===== src/chan_pkg.sv =====
// Package of shared constants and types for the channel master and mode control.
// Assumes a single 10 MHz reference clock and no software-visible registers.
package chan_pkg;
  // ****************************************************************
  // Widths and timing
  // ****************************************************************
  localparam int unsigned BUS_W        = 32;
  localparam int unsigned PAGE_W       = 10;
  localparam int unsigned CLK_PERIOD_NS = 100;
  localparam int unsigned STEP_CYCLES  = 1;
  localparam logic [31:0] WORD_STEP    = 32'h0000_0004;
  localparam logic [31:0] RESET_FETCH  = 32'h0000_0000;
  localparam logic [1:0]  PROT_SIMPLE  = 2'h0;
  localparam logic [1:0]  PROT_PIPE    = 2'h1;
  localparam logic [1:0]  PROT_BURST   = 2'h2;

  // ****************************************************************
  // Operating modes
  // ****************************************************************
  typedef enum logic [2:0] {
    MODE_RESET, MODE_EXEC, MODE_WAIT, MODE_HOLD,
    MODE_HALT, MODE_STEP, MODE_LOADTEST, MODE_TEST
  } op_mode_t;

  typedef enum logic [1:0] {
    ACC_IDLE, ACC_ADDR, ACC_DATA
  } acc_state_t;
endpackage


===== src/addr_xlate.sv =====
// Address translation unit: maps a virtual page onto a physical page.
// Assumes the mapping base is supplied on the same clock by the caller.
`timescale 1ns/1ps
module addr_xlate
  import chan_pkg::*;
#(
  parameter int unsigned PW = PAGE_W
) (
  input  wire logic             i_clk,
  input  wire logic             i_rstn,
  input  wire logic             i_req,
  input  wire logic [31:0]      i_vaddr,
  input  wire logic [31-PW:0]   i_page_base,
  output logic                  o_valid,
  output logic [31:0]           o_paddr
);
  // ****************************************************************
  // Translation stage
  // ****************************************************************
  logic [31:0] paddr_d;
  assign paddr_d = {i_vaddr[31:PW] + i_page_base, i_vaddr[PW-1:0]};

  // Result registered in the execute stage, usable at write-back
  always_ff @(posedge i_clk) begin
    if (!i_rstn) begin
      o_valid <= 1'b0;
      o_paddr <= 32'h0000_0000;
    end else begin
      o_valid <= i_req;
      if (i_req) begin
        o_paddr <= paddr_d;
      end
    end
  end
endmodule // addr_xlate


===== src/chan_master.sv =====
// Channel master with operating-mode control for a pipelined processor core.
// Assumes core requests and debug controls on I_REF_CLK; pin inputs are synchronised here.
`timescale 1ns/1ps
module chan_master
  import chan_pkg::*;
#(
  parameter int unsigned W  = BUS_W,
  parameter int unsigned PW = PAGE_W
) (
  input  wire logic         I_REF_CLK,
  input  wire logic         I_RSTN,
  // Core side
  input  wire logic         i_supervisor,
  input  wire logic         i_wait_req,
  input  wire logic         i_irq_enabled,
  input  wire logic         i_halt_instr,
  input  wire logic         i_hazard,
  input  wire logic         i_branch,
  input  wire logic [W-1:0] i_branch_vaddr,
  input  wire logic         i_data_req,
  input  wire logic         i_data_wr,
  input  wire logic [W-1:0] i_data_vaddr,
  input  wire logic [W-1:0] i_data_wdata,
  input  wire logic [W-PW-1:0] i_page_base,
  input  wire logic         i_fetch_want,
  output logic              o_exec_en,
  output logic              o_instr_valid,
  output logic [W-1:0]      o_instr,
  output logic              o_data_done,
  output logic [W-1:0]      o_data_rdata,
  output logic              o_dbg_sel,
  // Channel pins
  output logic [W-1:0]      O_ADDR,
  output logic              O_ADDR_OE,
  output logic              O_IREQ,
  output logic              O_DREQ,
  output logic              O_DWR,
  output logic [1:0]        O_PROT,
  output logic              O_PRIV,
  output logic              O_BURST_REQ,
  input  wire logic [W-1:0] I_INSTR,
  input  wire logic         I_IRDY,
  input  wire logic         I_IBACK,
  input  wire logic [W-1:0] I_DATA,
  output logic [W-1:0]      O_DATA,
  output logic              O_DATA_OE,
  input  wire logic         I_DRDY,
  input  wire logic         I_PIPE_OK,
  input  wire logic         I_BGRANT_REQ,
  output logic              O_BGRANT,
  // Development pins
  input  wire logic         I_HALT,
  input  wire logic         I_STEP,
  input  wire logic         I_LOADTEST,
  input  wire logic         I_TEST,
  output logic [2:0]        O_MODE
);
  // ****************************************************************
  // Pin synchronisers
  // ****************************************************************
  localparam int unsigned NSYNC = 9;
  logic [NSYNC-1:0] pin_raw, sync1_q, sync2_q;
  assign pin_raw = {I_IRDY, I_IBACK, I_DRDY, I_PIPE_OK, I_BGRANT_REQ,
                    I_HALT, I_STEP, I_LOADTEST, I_TEST};
  // Two stages per pin; first stage read only by the second
  always_ff @(posedge I_REF_CLK) begin
    if (!I_RSTN) begin
      sync1_q <= '0;
      sync2_q <= '0;
    end else begin
      sync1_q <= pin_raw;
      sync2_q <= sync1_q;
    end
  end
  logic irdy, iback, drdy, pipe_ok, breq, halt_pin, step_pin, lt_pin, test_pin;
  assign {irdy, iback, drdy, pipe_ok, breq, halt_pin, step_pin, lt_pin, test_pin} = sync2_q;
  // Buses sampled twice too; buses copied out every cycle, their ready marking the valid words
  logic [W-1:0] instr1_q, instr2_q, data1_q, data2_q;
  always_ff @(posedge I_REF_CLK) begin
    if (!I_RSTN) begin
      instr1_q <= '0;
      instr2_q <= '0;
      data1_q  <= '0;
      data2_q  <= '0;
    end else begin
      instr1_q <= I_INSTR;
      instr2_q <= instr1_q;
      data1_q  <= I_DATA;
      data2_q  <= data1_q;
    end
  end

  // ****************************************************************
  // Mode control
  // ****************************************************************
  op_mode_t mode_q, mode_d;
  logic     step_done_q, halt_seen_q;
  // Priority chain gives a single mode; reset is outside it and beats all
  always_comb begin
    mode_d = MODE_EXEC;
    if (test_pin) begin
      mode_d = MODE_TEST;
    end else if (lt_pin) begin
      mode_d = MODE_LOADTEST;
    end else if (step_pin) begin
      mode_d = step_done_q ? MODE_HALT : MODE_STEP;
    end else if (halt_pin || halt_seen_q) begin
      mode_d = MODE_HALT;
    end else if (mode_q == MODE_WAIT && !i_irq_enabled) begin
      mode_d = MODE_WAIT;
    end else if (i_wait_req && !i_irq_enabled) begin
      mode_d = MODE_WAIT;
    end else if (i_hazard) begin
      mode_d = MODE_HOLD;
    end
  end
  // Halt from an instruction latches until the pin requests step or load-test
  always_ff @(posedge I_REF_CLK) begin
    if (!I_RSTN) begin
      mode_q      <= MODE_RESET;
      step_done_q <= 1'b0;
      halt_seen_q <= 1'b0;
    end else begin
      mode_q      <= mode_d;
      step_done_q <= step_pin && (mode_d == MODE_STEP || step_done_q);
      halt_seen_q <= i_halt_instr || (halt_seen_q && !lt_pin && !step_pin);
    end
  end
  assign O_MODE    = mode_q;
  logic  running, fetching;
  assign running   = mode_q == MODE_EXEC || mode_q == MODE_STEP || mode_q == MODE_LOADTEST;
  assign fetching  = mode_q == MODE_EXEC || mode_q == MODE_STEP;
  assign o_exec_en = running;
  assign o_dbg_sel = mode_q == MODE_LOADTEST;

  // ****************************************************************
  // Arbitration: external master gets channel when no access is live
  // ****************************************************************
  acc_state_t dst_q, ist_q;
  logic       grant_q;
  always_ff @(posedge I_REF_CLK) begin
    if (!I_RSTN) begin
      grant_q <= 1'b0;
    end else begin
      // A parked fetch address does not block a master; a live burst or a data access does
      grant_q <= breq && (grant_q || (dst_q == ACC_IDLE && !(ist_q == ACC_DATA && fetching && i_fetch_want)));
    end
  end
  assign O_BGRANT = grant_q;

  // ****************************************************************
  // Translation and prefetch pointer
  // ****************************************************************
  logic         xl_req, xl_valid, pf_cross;
  logic [W-1:0] xl_vaddr, xl_paddr, pf_ptr_q, pf_phys_q;
  logic         pf_ok_q;
  assign pf_cross = pf_ptr_q[PW-1:0] == '0 && pf_ok_q;
  assign xl_req   = i_branch || i_data_req || (pf_cross && ist_q == ACC_IDLE);
  assign xl_vaddr = i_branch ? i_branch_vaddr : i_data_req ? i_data_vaddr : pf_ptr_q;

  addr_xlate #(.PW(PW)) i_addr_xlate (
    .i_clk       (I_REF_CLK),
    .i_rstn      (I_RSTN),
    .i_req       (xl_req),
    .i_vaddr     (xl_vaddr),
    .i_page_base (i_page_base),
    .o_valid     (xl_valid),
    .o_paddr     (xl_paddr)
  );
  logic xl_for_data_q;
  always_ff @(posedge I_REF_CLK) begin
    if (!I_RSTN) begin
      xl_for_data_q <= 1'b0;
    end else begin
      xl_for_data_q <= i_data_req && !i_branch;
    end
  end

  // ****************************************************************
  // Instruction stream: burst from translated start, pointer increments
  // ****************************************************************
  // Instruction traffic only while fetching is allowed and the channel is ours
  logic ifire, ilive;
  assign ilive = fetching && i_fetch_want && !grant_q;
  assign ifire = ist_q == ACC_DATA && irdy && ilive;
  always_ff @(posedge I_REF_CLK) begin
    if (!I_RSTN) begin
      ist_q     <= ACC_IDLE;
      pf_ptr_q  <= RESET_FETCH;
      pf_phys_q <= RESET_FETCH;
      pf_ok_q   <= 1'b0;
    end else begin
      if (i_branch) begin
        pf_ptr_q <= i_branch_vaddr;
        pf_ok_q  <= 1'b0;
        ist_q    <= ACC_IDLE;
      end else if (xl_valid && !xl_for_data_q) begin
        pf_phys_q <= xl_paddr;
        pf_ok_q   <= 1'b1;
        ist_q     <= ACC_ADDR;
      end else if (ist_q == ACC_ADDR && ilive && dst_q == ACC_IDLE) begin
        ist_q <= ACC_DATA;
      end else if (ifire) begin
        pf_ptr_q  <= pf_ptr_q + WORD_STEP;
        pf_phys_q <= pf_phys_q + WORD_STEP;
        // Responder back-off or page crossing ends the burst
        if (!iback || !i_fetch_want || (pf_ptr_q[PW-1:0] + WORD_STEP[PW-1:0]) == '0) begin
          ist_q <= ACC_IDLE;
        end
      end
    end
  end
  // Load-test takes the debug word in place of memory
  always_ff @(posedge I_REF_CLK) begin
    if (!I_RSTN) begin
      o_instr_valid <= 1'b0;
      o_instr       <= '0;
    end else begin
      o_instr_valid <= ifire || (mode_q == MODE_LOADTEST && irdy);
      o_instr       <= instr2_q;
    end
  end

  // ****************************************************************
  // Data access: simple, with pipelined conversion when the responder allows it
  // ****************************************************************
  logic [W-1:0] dphys_q, dnext_addr_q;
  logic         dwr_q, dnext_q;
  logic [1:0]   prot_q;
  logic         daddr_cycle;
  always_ff @(posedge I_REF_CLK) begin
    if (!I_RSTN) begin
      dst_q   <= ACC_IDLE;
      dphys_q <= '0;
      dwr_q   <= 1'b0;
      dnext_q <= 1'b0;
      prot_q  <= PROT_SIMPLE;
      dnext_addr_q <= '0;
    end else begin
      case (dst_q)
        ACC_IDLE: begin
          if (xl_valid && xl_for_data_q && running && !grant_q) begin
            dphys_q <= xl_paddr;
            dwr_q   <= i_data_wr;
            prot_q  <= PROT_SIMPLE;
            dst_q   <= ACC_ADDR;
          end
        end
        ACC_ADDR: begin
          dst_q <= ACC_DATA;
        end
        default: begin
          if (pipe_ok) begin
            prot_q <= PROT_PIPE;
          end
          // One more address may be queued ahead of the reply
          if (xl_valid && xl_for_data_q && !dnext_q && prot_q == PROT_PIPE) begin
            dnext_q      <= 1'b1;
            dnext_addr_q <= xl_paddr;
          end
          if (drdy) begin
            dst_q   <= dnext_q ? ACC_ADDR : ACC_IDLE;
            dnext_q <= 1'b0;
            if (dnext_q) begin
              dphys_q <= dnext_addr_q;
            end
          end
        end
      endcase
    end
  end
  always_ff @(posedge I_REF_CLK) begin
    if (!I_RSTN) begin
      o_data_done  <= 1'b0;
      o_data_rdata <= '0;
      O_DATA       <= '0;
    end else begin
      o_data_done  <= dst_q == ACC_DATA && drdy;
      o_data_rdata <= data2_q;
      O_DATA       <= i_data_wdata;
    end
  end

  // ****************************************************************
  // Pin drive: test mode and a granted master turn drivers off
  // ****************************************************************
  logic drive;
  assign drive       = mode_q != MODE_TEST && mode_q != MODE_RESET && !grant_q;
  assign daddr_cycle = dst_q == ACC_ADDR;
  // Data address has the shared bus; simple access holds it to the end
  assign O_ADDR      = dst_q != ACC_IDLE ? dphys_q : pf_phys_q;
  assign O_ADDR_OE   = drive;
  assign O_DREQ      = drive && daddr_cycle;
  assign O_IREQ      = drive && ilive && ist_q == ACC_ADDR && dst_q == ACC_IDLE;
  assign O_DWR       = drive && dwr_q;
  assign O_PROT      = drive ? prot_q : PROT_SIMPLE;
  assign O_BURST_REQ = drive && ilive && ist_q == ACC_DATA;
  assign O_PRIV      = drive && (O_IREQ || O_DREQ) && i_supervisor;
  assign O_DATA_OE   = drive && dwr_q && dst_q == ACC_DATA;
endmodule // chan_master


===== config.mk =====
export PLATFORM = sky130hd
export DESIGN_NAME = chan_master
export DESIGN_NICKNAME = d
export VERILOG_FILES = /design/src/chan_pkg.sv /design/src/addr_xlate.sv /design/src/chan_master.sv
export SDC_FILE = /design/constraint.sdc
export NUM_CORES = 1
export LEC_CHECK = 0
export BUFFER_PORTS_ARGS = -buffer_cell sky130_fd_sc_hd__buf_2
export CORE_UTILIZATION = 55
export CTS_CLUSTER_SIZE = 28
export DETAILED_ROUTE_END_ITERATION = 12
export PLACE_DENSITY_LB_ADDON = 0.3
export RECOVER_POWER = 50
export SYNTH_ARGS = -nofsm -noshare
export SYNTH_HDL_FRONTEND = slang
export SYNTH_SLANG_ARGS = --single-unit

===== constraint.sdc =====
create_clock -name I_REF_CLK -period 4.8 [get_ports I_REF_CLK]
set_input_delay 0.72 -clock I_REF_CLK [delete_from_list [all_inputs] [get_ports I_REF_CLK]]
set_output_delay 0.72 -clock I_REF_CLK [all_outputs]
set_load 0.01 [all_outputs]

==> impl_metrics.env, run 1 <==
export IMPL_status="finished with violations"
export IMPL_violations="max-capacitance violations, max-slew violations"
export IMPL_cts_resized=0
export IMPL_rsz0062_at_grt="false"
export IMPL_grt_usage_pct=27.05
export IMPL_leakagePower_uw=0.008090
export IMPL_yosysSeqAreaShare_pct=50.85
export IMPL_route_detailed_drc=0
export IMPL_pwr_share_seq_pct=48.8
export IMPL_clock_sink_count=420
export IMPL_synthArstFlopShare_pct=0
export IMPL_p_int_uw=5819
export IMPL_placed_cells=2436
export IMPL_start_util_pct=55.79
export IMPL_hold_slack_ps=375.3
export IMPL_crit_path_start_kind="input pin"
export IMPL_critical_path_cell_chain="buf_2, clkinv_1, buf_4, nor2_1, a21oi_1, ha_1, a21oi_1, o21ai_0, o41ai_1, nand2_1, o22ai_1, xor2_1, o21ai_0"
export IMPL_syn2layout_area_growth_pct=19.30
export IMPL_cpPeakStageDelay_ps=570
export IMPL_slew_viol_final=209
export IMPL_tritoncts="yes"
export IMPL_fin_skew_ps=12.69
export IMPL_yosysWarnings=0
export IMPL_portBuffers=345
export IMPL_cap_violations=2
export IMPL_power_switching_uw=1922
export IMPL_vias=13780
export IMPL_rows=63
export IMPL_synth_nets=2028
export IMPL_overflow=0
export IMPL_worst_path_max_delay_cell="o41ai_1"
export IMPL_routedWlPerCell_um=16.70
export IMPL_grt_pass1_vias=12940
export IMPL_yosysUniqueCellTypes=73
export IMPL_worst_pin_slew_ps=2856
export IMPL_layout_min_cycle_time_ps=3499
export IMPL_postSynthCellCount=1800
export IMPL_finalSetupViolCount=0
export IMPL_irDropWorstVdd_mv=0.3769
export IMPL_crit_type="input pin to flop"
export IMPL_hold_viol_final=0
export IMPL_htree_levels=2
export IMPL_endpoint_kind="flop"
export IMPL_crit_arrival_ps=3920
export IMPL_top_layer="met5"
export IMPL_combPwrFrac_pct=9.5
export IMPL_cts_buffers=42
export IMPL_grt_pass1_wl_mm=67.00
export IMPL_insertion_delay_ps=550
export IMPL_relSlewSlack_pct=-90.42
export IMPL_drive_gt1_share_pct=18.55
export IMPL_place_hpwl_mm=29.23
export IMPL_p_sw_share_pct=24.83
export IMPL_coreArea_mm2=0.02964
export IMPL_power_density_mw_per_mm2=392.4
export IMPL_ys_ff_latch=420
export IMPL_worst_hold_path_type="input pin to flop"
export IMPL_cts_hold_buf=0
export IMPL_m1WireLength_mm=16.66
export IMPL_clkPwrFrac_pct=41.7
export IMPL_critical_path_top_delay_family="compound AO/OA/AOI/OAI gates"
export IMPL_post_drt_via_cell_ratio=5.475
export IMPL_ant_nets=0
export IMPL_synth_area_mm2=0.01653
export IMPL_avgSynthCellArea_um2=9.186
export IMPL_layout_nets=2318
export IMPL_ys_flop_type="dfxtp_1"
export IMPL_drtPass1Iterations=5
export IMPL_fin_crit_sh_pct=72.90
export IMPL_antenna_found_initial=3
export IMPL_worstPathMaxFanout=42
export IMPL_post_cts_buffers=0
export IMPL_critical_path_required_ps=5220
export IMPL_dieArea_mm2=0.03076
export IMPL_grt_max_degree=105
export IMPL_setup_tns_final_ps=0
export IMPL_utilization_pct=66.55
export IMPL_dieHeight_um=175.4
export IMPL_dr_wl_met3_mm=3.231
export IMPL_power_uw=7740
export IMPL_root_buffer="clkbuf_16"
export IMPL_path_buf_inv=3
export IMPL_clockBufferDepth=3
export IMPL_stdcell_count=2517
export IMPL_ioPinCount=347
export IMPL_fp_dieW_um=175.4
export IMPL_wl_met2_mm=20.48
export IMPL_wl_mm=42.02
export IMPL_fmax_mhz=285.8
export IMPL_num_fill_cells=2448
export IMPL_clkTransAtPathRegs_ps=60
export IMPL_gp_congestion=0.9420
export IMPL_drt_initial_drc_count=1074
export IMPL_synth_edf_count=0
==> per-stage QoR <==
stage          setup slack, ps  area [um^2]
2_1_floorplan             1045        16530
3_5_place_dp             792.4        18470
6_report                  1301        19730
5_1_grt                  984.3        19720
4_1_cts                   1324        19850
3_3_place_gp             930.0        18470
==> sequential cells by signal, indices dropped and copies added (netlist names), 3 cells and up <==
name	count
O_DATA	32
O_MODE	3
data1_q	32
data2_q	32
dnext_addr_q	32
dphys_q	32
i_addr_xlate.o_paddr	32
instr1_q	32
instr2_q	32
o_data_rdata	32
o_instr	32
pf_phys_q	32
pf_ptr_q	32
sync1_q	9
sync2_q	9
==> synthesized netlist by cell type (all sizes together) (2+ instances only) <==
cell    number  area share [%]
o21bai       4            0.18
o211ai       4            0.18
o21ai       91             2.8
clkbuf      94             2.1
xnor2       20             1.1
and3b        2            0.11
o211a        4            0.24
a31oi       10            0.38
inv         17            0.39
a311oi      39             2.1
mux2        34             2.3
a21o         8            0.36
dfxtp      420              51
mux2i       32             1.9
or4          2           0.091
buf         25            0.77
nor3        26             1.0
nand4       21            0.98
a211oi      15            0.68
a211o        4            0.21
ha          25             1.9
nor2b        2           0.076
and4         3            0.17
o41ai        2            0.11
and3        19            0.75
o21a         6            0.27
or3          6            0.26
a22oi        2           0.091
nand2b      30             1.1
nand3       45             1.5
o31ai        6            0.27
a21boi      16            0.73
and2       246             9.3
nand2      227             5.2
nor3b        3            0.14
o221ai       2            0.11
xor2        24             1.3
o22ai        2           0.076
a21oi      132             4.0
nor4         9            0.56
nor2       104             2.4
==> cells by family after synthesis <==
logic type | Yosys count | synth area share (%)
multiplexers | 66 | 4.253
buffers and inverters | 136 | 3.292
AO/OA/AOI/OAI | 357 | 13.30
AND/OR/NAND/NOR | 750 | 23.94
flip-flops | 420 | 50.85
XOR/XNOR | 44 | 2.331
adder cells (fa/ha/maj) | 26 | 2.013
other | 1 | 0.02268
==> power by group through the flow <==
stage | clock network (uW) | logic [uW] | registers (uW)
final | 3230 | 739 | 3780
after global placement | 0 | 722 | 3840
after floorplan | 0 | 489 | 3810
after CTS | 3260 | 746 | 3770
after global routing | 3420 | 825 | 3790
after detailed placement | 0 | 740 | 3850
==> cell type report <==
| type | count | area, um^2 | share of cell area (%) |
|---|---|---|---|
| timing repair buffer | 365 | 1767 | 8.957 |
| tap | 390 | 488.0 | 2.474 |
| clock inverter | 17 | 157.7 | 0.7992 |
| multi-input combinational | 1244 | 7609 | 38.57 |
| sequential | 420 | 8409 | 42.63 |
| inverter | 17 | 65.06 | 0.3298 |
| clock buffer | 61 | 1222 | 6.197 |
| antenna | 3 | 7.507 | 0.03806 |
==> final timing paths <==
kind,startpoint,end,slack (ps),depth (start not counted)
max,i_branch,i_addr_xlate.o_paddr[29]$_SDFFE_PN0P_,1300,13
min,I_DATA[16],data1_q[16]$_SDFF_PN0_,380,2
max reg2reg,pf_ptr_q[2]$_SDFFE_PN0P_,i_addr_xlate.o_paddr[25]$_SDFFE_PN0P_,1590,7
min reg2reg,instr2_q[16]$_SDFF_PN0_,o_instr[16]$_SDFF_PN0_,430,1
==> layer usage <==
layer,global-route usage [%],up-vias
met5,0,-
met4,11.52,2
met1,32.16,6446
li1,-,6728
met3,6.797,98
met2,46.30,507
==> cells in the final DEF, fill, tap and decap left out, drive strengths merged, types with 39 or more instances in the layout <==
cell and instances:
a21oi 132, nand2 227, dfxtp 420, a311oi 39
o21ai 91, nor2 104, and2 246, clkbuf 161
nand3 45, buf 265
Power figures use the tool's default switching activity.
==> run 2: changes to the inputs <==
==> constraint.sdc (replaced) <==
create_clock -name I_REF_CLK -period 3.6 [get_ports I_REF_CLK]
set_input_delay 0.54 -clock I_REF_CLK [delete_from_list [all_inputs] [get_ports I_REF_CLK]]
set_output_delay 0.54 -clock I_REF_CLK [all_outputs]
set_load 0.01 [all_outputs]
==> impl_metrics.env, run 2 (synthesis results as in run 1) <==
export IMPL_status="finished with violations"
export IMPL_violations="max-capacitance violations, max-slew violations"
export IMPL_p_int_uw=7877
export IMPL_power_uw=10430
export IMPL_hold_path_startpoint="i_data_wdata[16]"
export IMPL_hold_viol_final=0
export IMPL_rsz0062_at_grt="false"
export IMPL_critical_path_cell_chain="mux2i_1, a21boi_0, ha_1, fa_1, a211oi_1, o21ai_0, a21oi_1, o21ai_0, a31oi_1, nand4_1, o211ai_1"
export IMPL_post_drt_via_cell_ratio=5.456
export IMPL_grt_pass1_wl_mm=66.75
export IMPL_antenna_found_initial=2
export IMPL_rows=63
export IMPL_grt_usage_pct=27.02
export IMPL_insertion_delay_ps=560
export IMPL_layout_setup_ws_ps=457.4
export IMPL_reg2regPathDepth=11
export IMPL_diodes=0
export IMPL_crit_type="flop to flop"
export IMPL_fp_dieW_um=175.4
export IMPL_critical_path_top_delay_family="compound AO/OA/AOI/OAI gates"
export IMPL_cts_resized=0
export IMPL_tritoncts="yes"
export IMPL_cpPeakStageDelay_ps=440
export IMPL_r2r_start="pf_ptr_q[10]$_SDFFE_PN0P_"
export IMPL_irDropWorstVdd_mv=0.4540
export IMPL_grt_busiest_layer="met2"
export IMPL_dieArea_mm2=0.03076
export IMPL_crit_arrival_ps=3620
export IMPL_layout_min_cycle_time_ps=3143
export IMPL_slew_viol_final=132
export IMPL_drtPass1Iterations=5
export IMPL_post_cts_buffers=0
export IMPL_p_sw_share_pct=24.45
export IMPL_leakagePower_uw=0.008184
export IMPL_coreArea_mm2=0.02964
export IMPL_fin_crit_sh_pct=87.30
export IMPL_grtUsageMet1_pct=32.26
export IMPL_finalSetupViolCount=0
export IMPL_htree_levels=2
export IMPL_dp_worst_setup_slack_ps=115.8
export IMPL_clock_sink_count=420
export IMPL_endpoint_kind="flop"
export IMPL_setup_tns_final_ps=0
export IMPL_path_buf_inv=0
export IMPL_drt_initial_drc_count=1058
export IMPL_clkPwrFrac_pct=42.2
export IMPL_layout_commonest_cell="dfxtp_1"
export IMPL_hold_end="O_DATA[16]$_SDFF_PN0_"
export IMPL_relSlewSlack_pct=-12.23
export IMPL_multi_input_area_mm2=0.007609
export IMPL_pwr_share_seq_pct=48.2
export IMPL_whs_path_depth=2
export IMPL_combPwrFrac_pct=9.6
export IMPL_clockBufferDepth=3
export IMPL_rr_endpoint="i_addr_xlate.o_paddr[26]$_SDFFE_PN0P_"
export IMPL_worst_pin_slew_ps=1683
export IMPL_syn2layout_area_growth_pct=19.83
export IMPL_worst_hold_path_type="input pin to flop"
export IMPL_fmax_mhz=318.2
export IMPL_overflow=0
export IMPL_routedWlPerCell_um=16.77
export IMPL_power_density_mw_per_mm2=526.2
export IMPL_power_switching_uw=2549
export IMPL_clkTransAtPathRegs_ps=60
export IMPL_route_detailed_drc=0
export IMPL_drive_gt1_share_pct=18.81
export IMPL_cts_hold_buf=0
export IMPL_gr_usage_met2_pct=46.48
export IMPL_cts_buffers=43
export IMPL_worstPathMaxFanout=5
export IMPL_portBuffers=345
export IMPL_root_buffer="clkbuf_16"
export IMPL_ant_nets=0
export IMPL_grt_max_degree=132
export IMPL_regArea_mm2=0.008408
export IMPL_reg2reg_slack_ps=460
export IMPL_final_cell_mix="dfxtp_1, buf_2, nand2_1"
export IMPL_vias=13760
export IMPL_layout_nets=2328
export IMPL_dieHeight_um=175.4
export IMPL_grt_pass1_vias=13130
export IMPL_fin_skew_ps=21.32
export IMPL_hold_slack_ps=192.3
export IMPL_path_common_cell="o21ai_0"
export IMPL_critical_path_required_ps=4070
export IMPL_start_util_pct=55.79
export IMPL_num_fill_cells=2418
export IMPL_cap_violations=2
export IMPL_place_hpwl_mm=29.22
export IMPL_gp_congestion=0.9463
export IMPL_crit_path_start_kind="flop"
export IMPL_grt_use_met3_pct=6.342
export IMPL_ioPinCount=347
export IMPL_wl_mm=42.28
export IMPL_worst_path_max_delay_cell="fa_1"
-- run 2: cell count changes in the layout (fill, tap and decap cells not counted), sizes merged --
| cell | previous run | this run |
|---|---|---|
| clkinv | 16 | 11 |
| clkbuf | 161 | 163 |
| inv | 17 | 18 |
| buf | 265 | 273 |
| diode | 3 | 0 |
| clkinvlp | 0 | 1 |
| bufinv | 1 | 2 |
-- run 2: worst max-delay path by stage --
stage	cells past startpoint	startpoint	slack [ps]	end
global placement	12	i_data_req	190	i_addr_xlate.o_paddr[26]$_SDFFE_PN0P_
CTS	11	pf_ptr_q[10]$_SDFFE_PN0P_	560	i_addr_xlate.o_paddr[26]$_SDFFE_PN0P_
detailed placement	12	i_data_req	120	i_addr_xlate.o_paddr[26]$_SDFFE_PN0P_
floorplan	13	i_data_req	30	i_addr_xlate.o_paddr[26]$_SDFFE_PN0P_
finish	11	pf_ptr_q[10]$_SDFFE_PN0P_	460	i_addr_xlate.o_paddr[26]$_SDFFE_PN0P_
global route	11	pf_ptr_q[10]$_SDFFE_PN0P_	230	i_addr_xlate.o_paddr[26]$_SDFFE_PN0P_
-- run 2: power groups by stage --
stage,registers (uW),clock network (uW),logic (uW)
after floorplan,5080,0,652
after detailed placement,5130,0,999
after global placement,5120,0,975
after global routing,5050,4660,1110
final,5030,4400,1000
after CTS,5020,4460,1010
-- run 2: area by class of cell --
cell class	count	area share [%]
clock buffer	62	6.296
multi-input combinational	1244	38.40
tap	390	2.463
timing repair buffer	374	9.257
sequential	420	42.43
inverter	17	0.3284
clock inverter	15	0.8209
-- run 2: stage by stage --
step / util, % / area, um^2 / instances
floorplan: - / 16530 / 1800
global placement: 62.53 / 18530 / 2445
detailed placement: 62.53 / 18530 / 2445
CTS: 67.29 / 19940 / 2522
global route: 66.85 / 19810 / 2522
finish: 66.85 / 19810 / 2522
-- run 2: routing by layer --
layer | part of all wire [%] | up-vias
met5 | 0.043 | -
met4 | 3.7 | 4
li1 | - | 6733
met3 | 8.1 | 107
met2 | 49 | 561
met1 | 39 | 6356
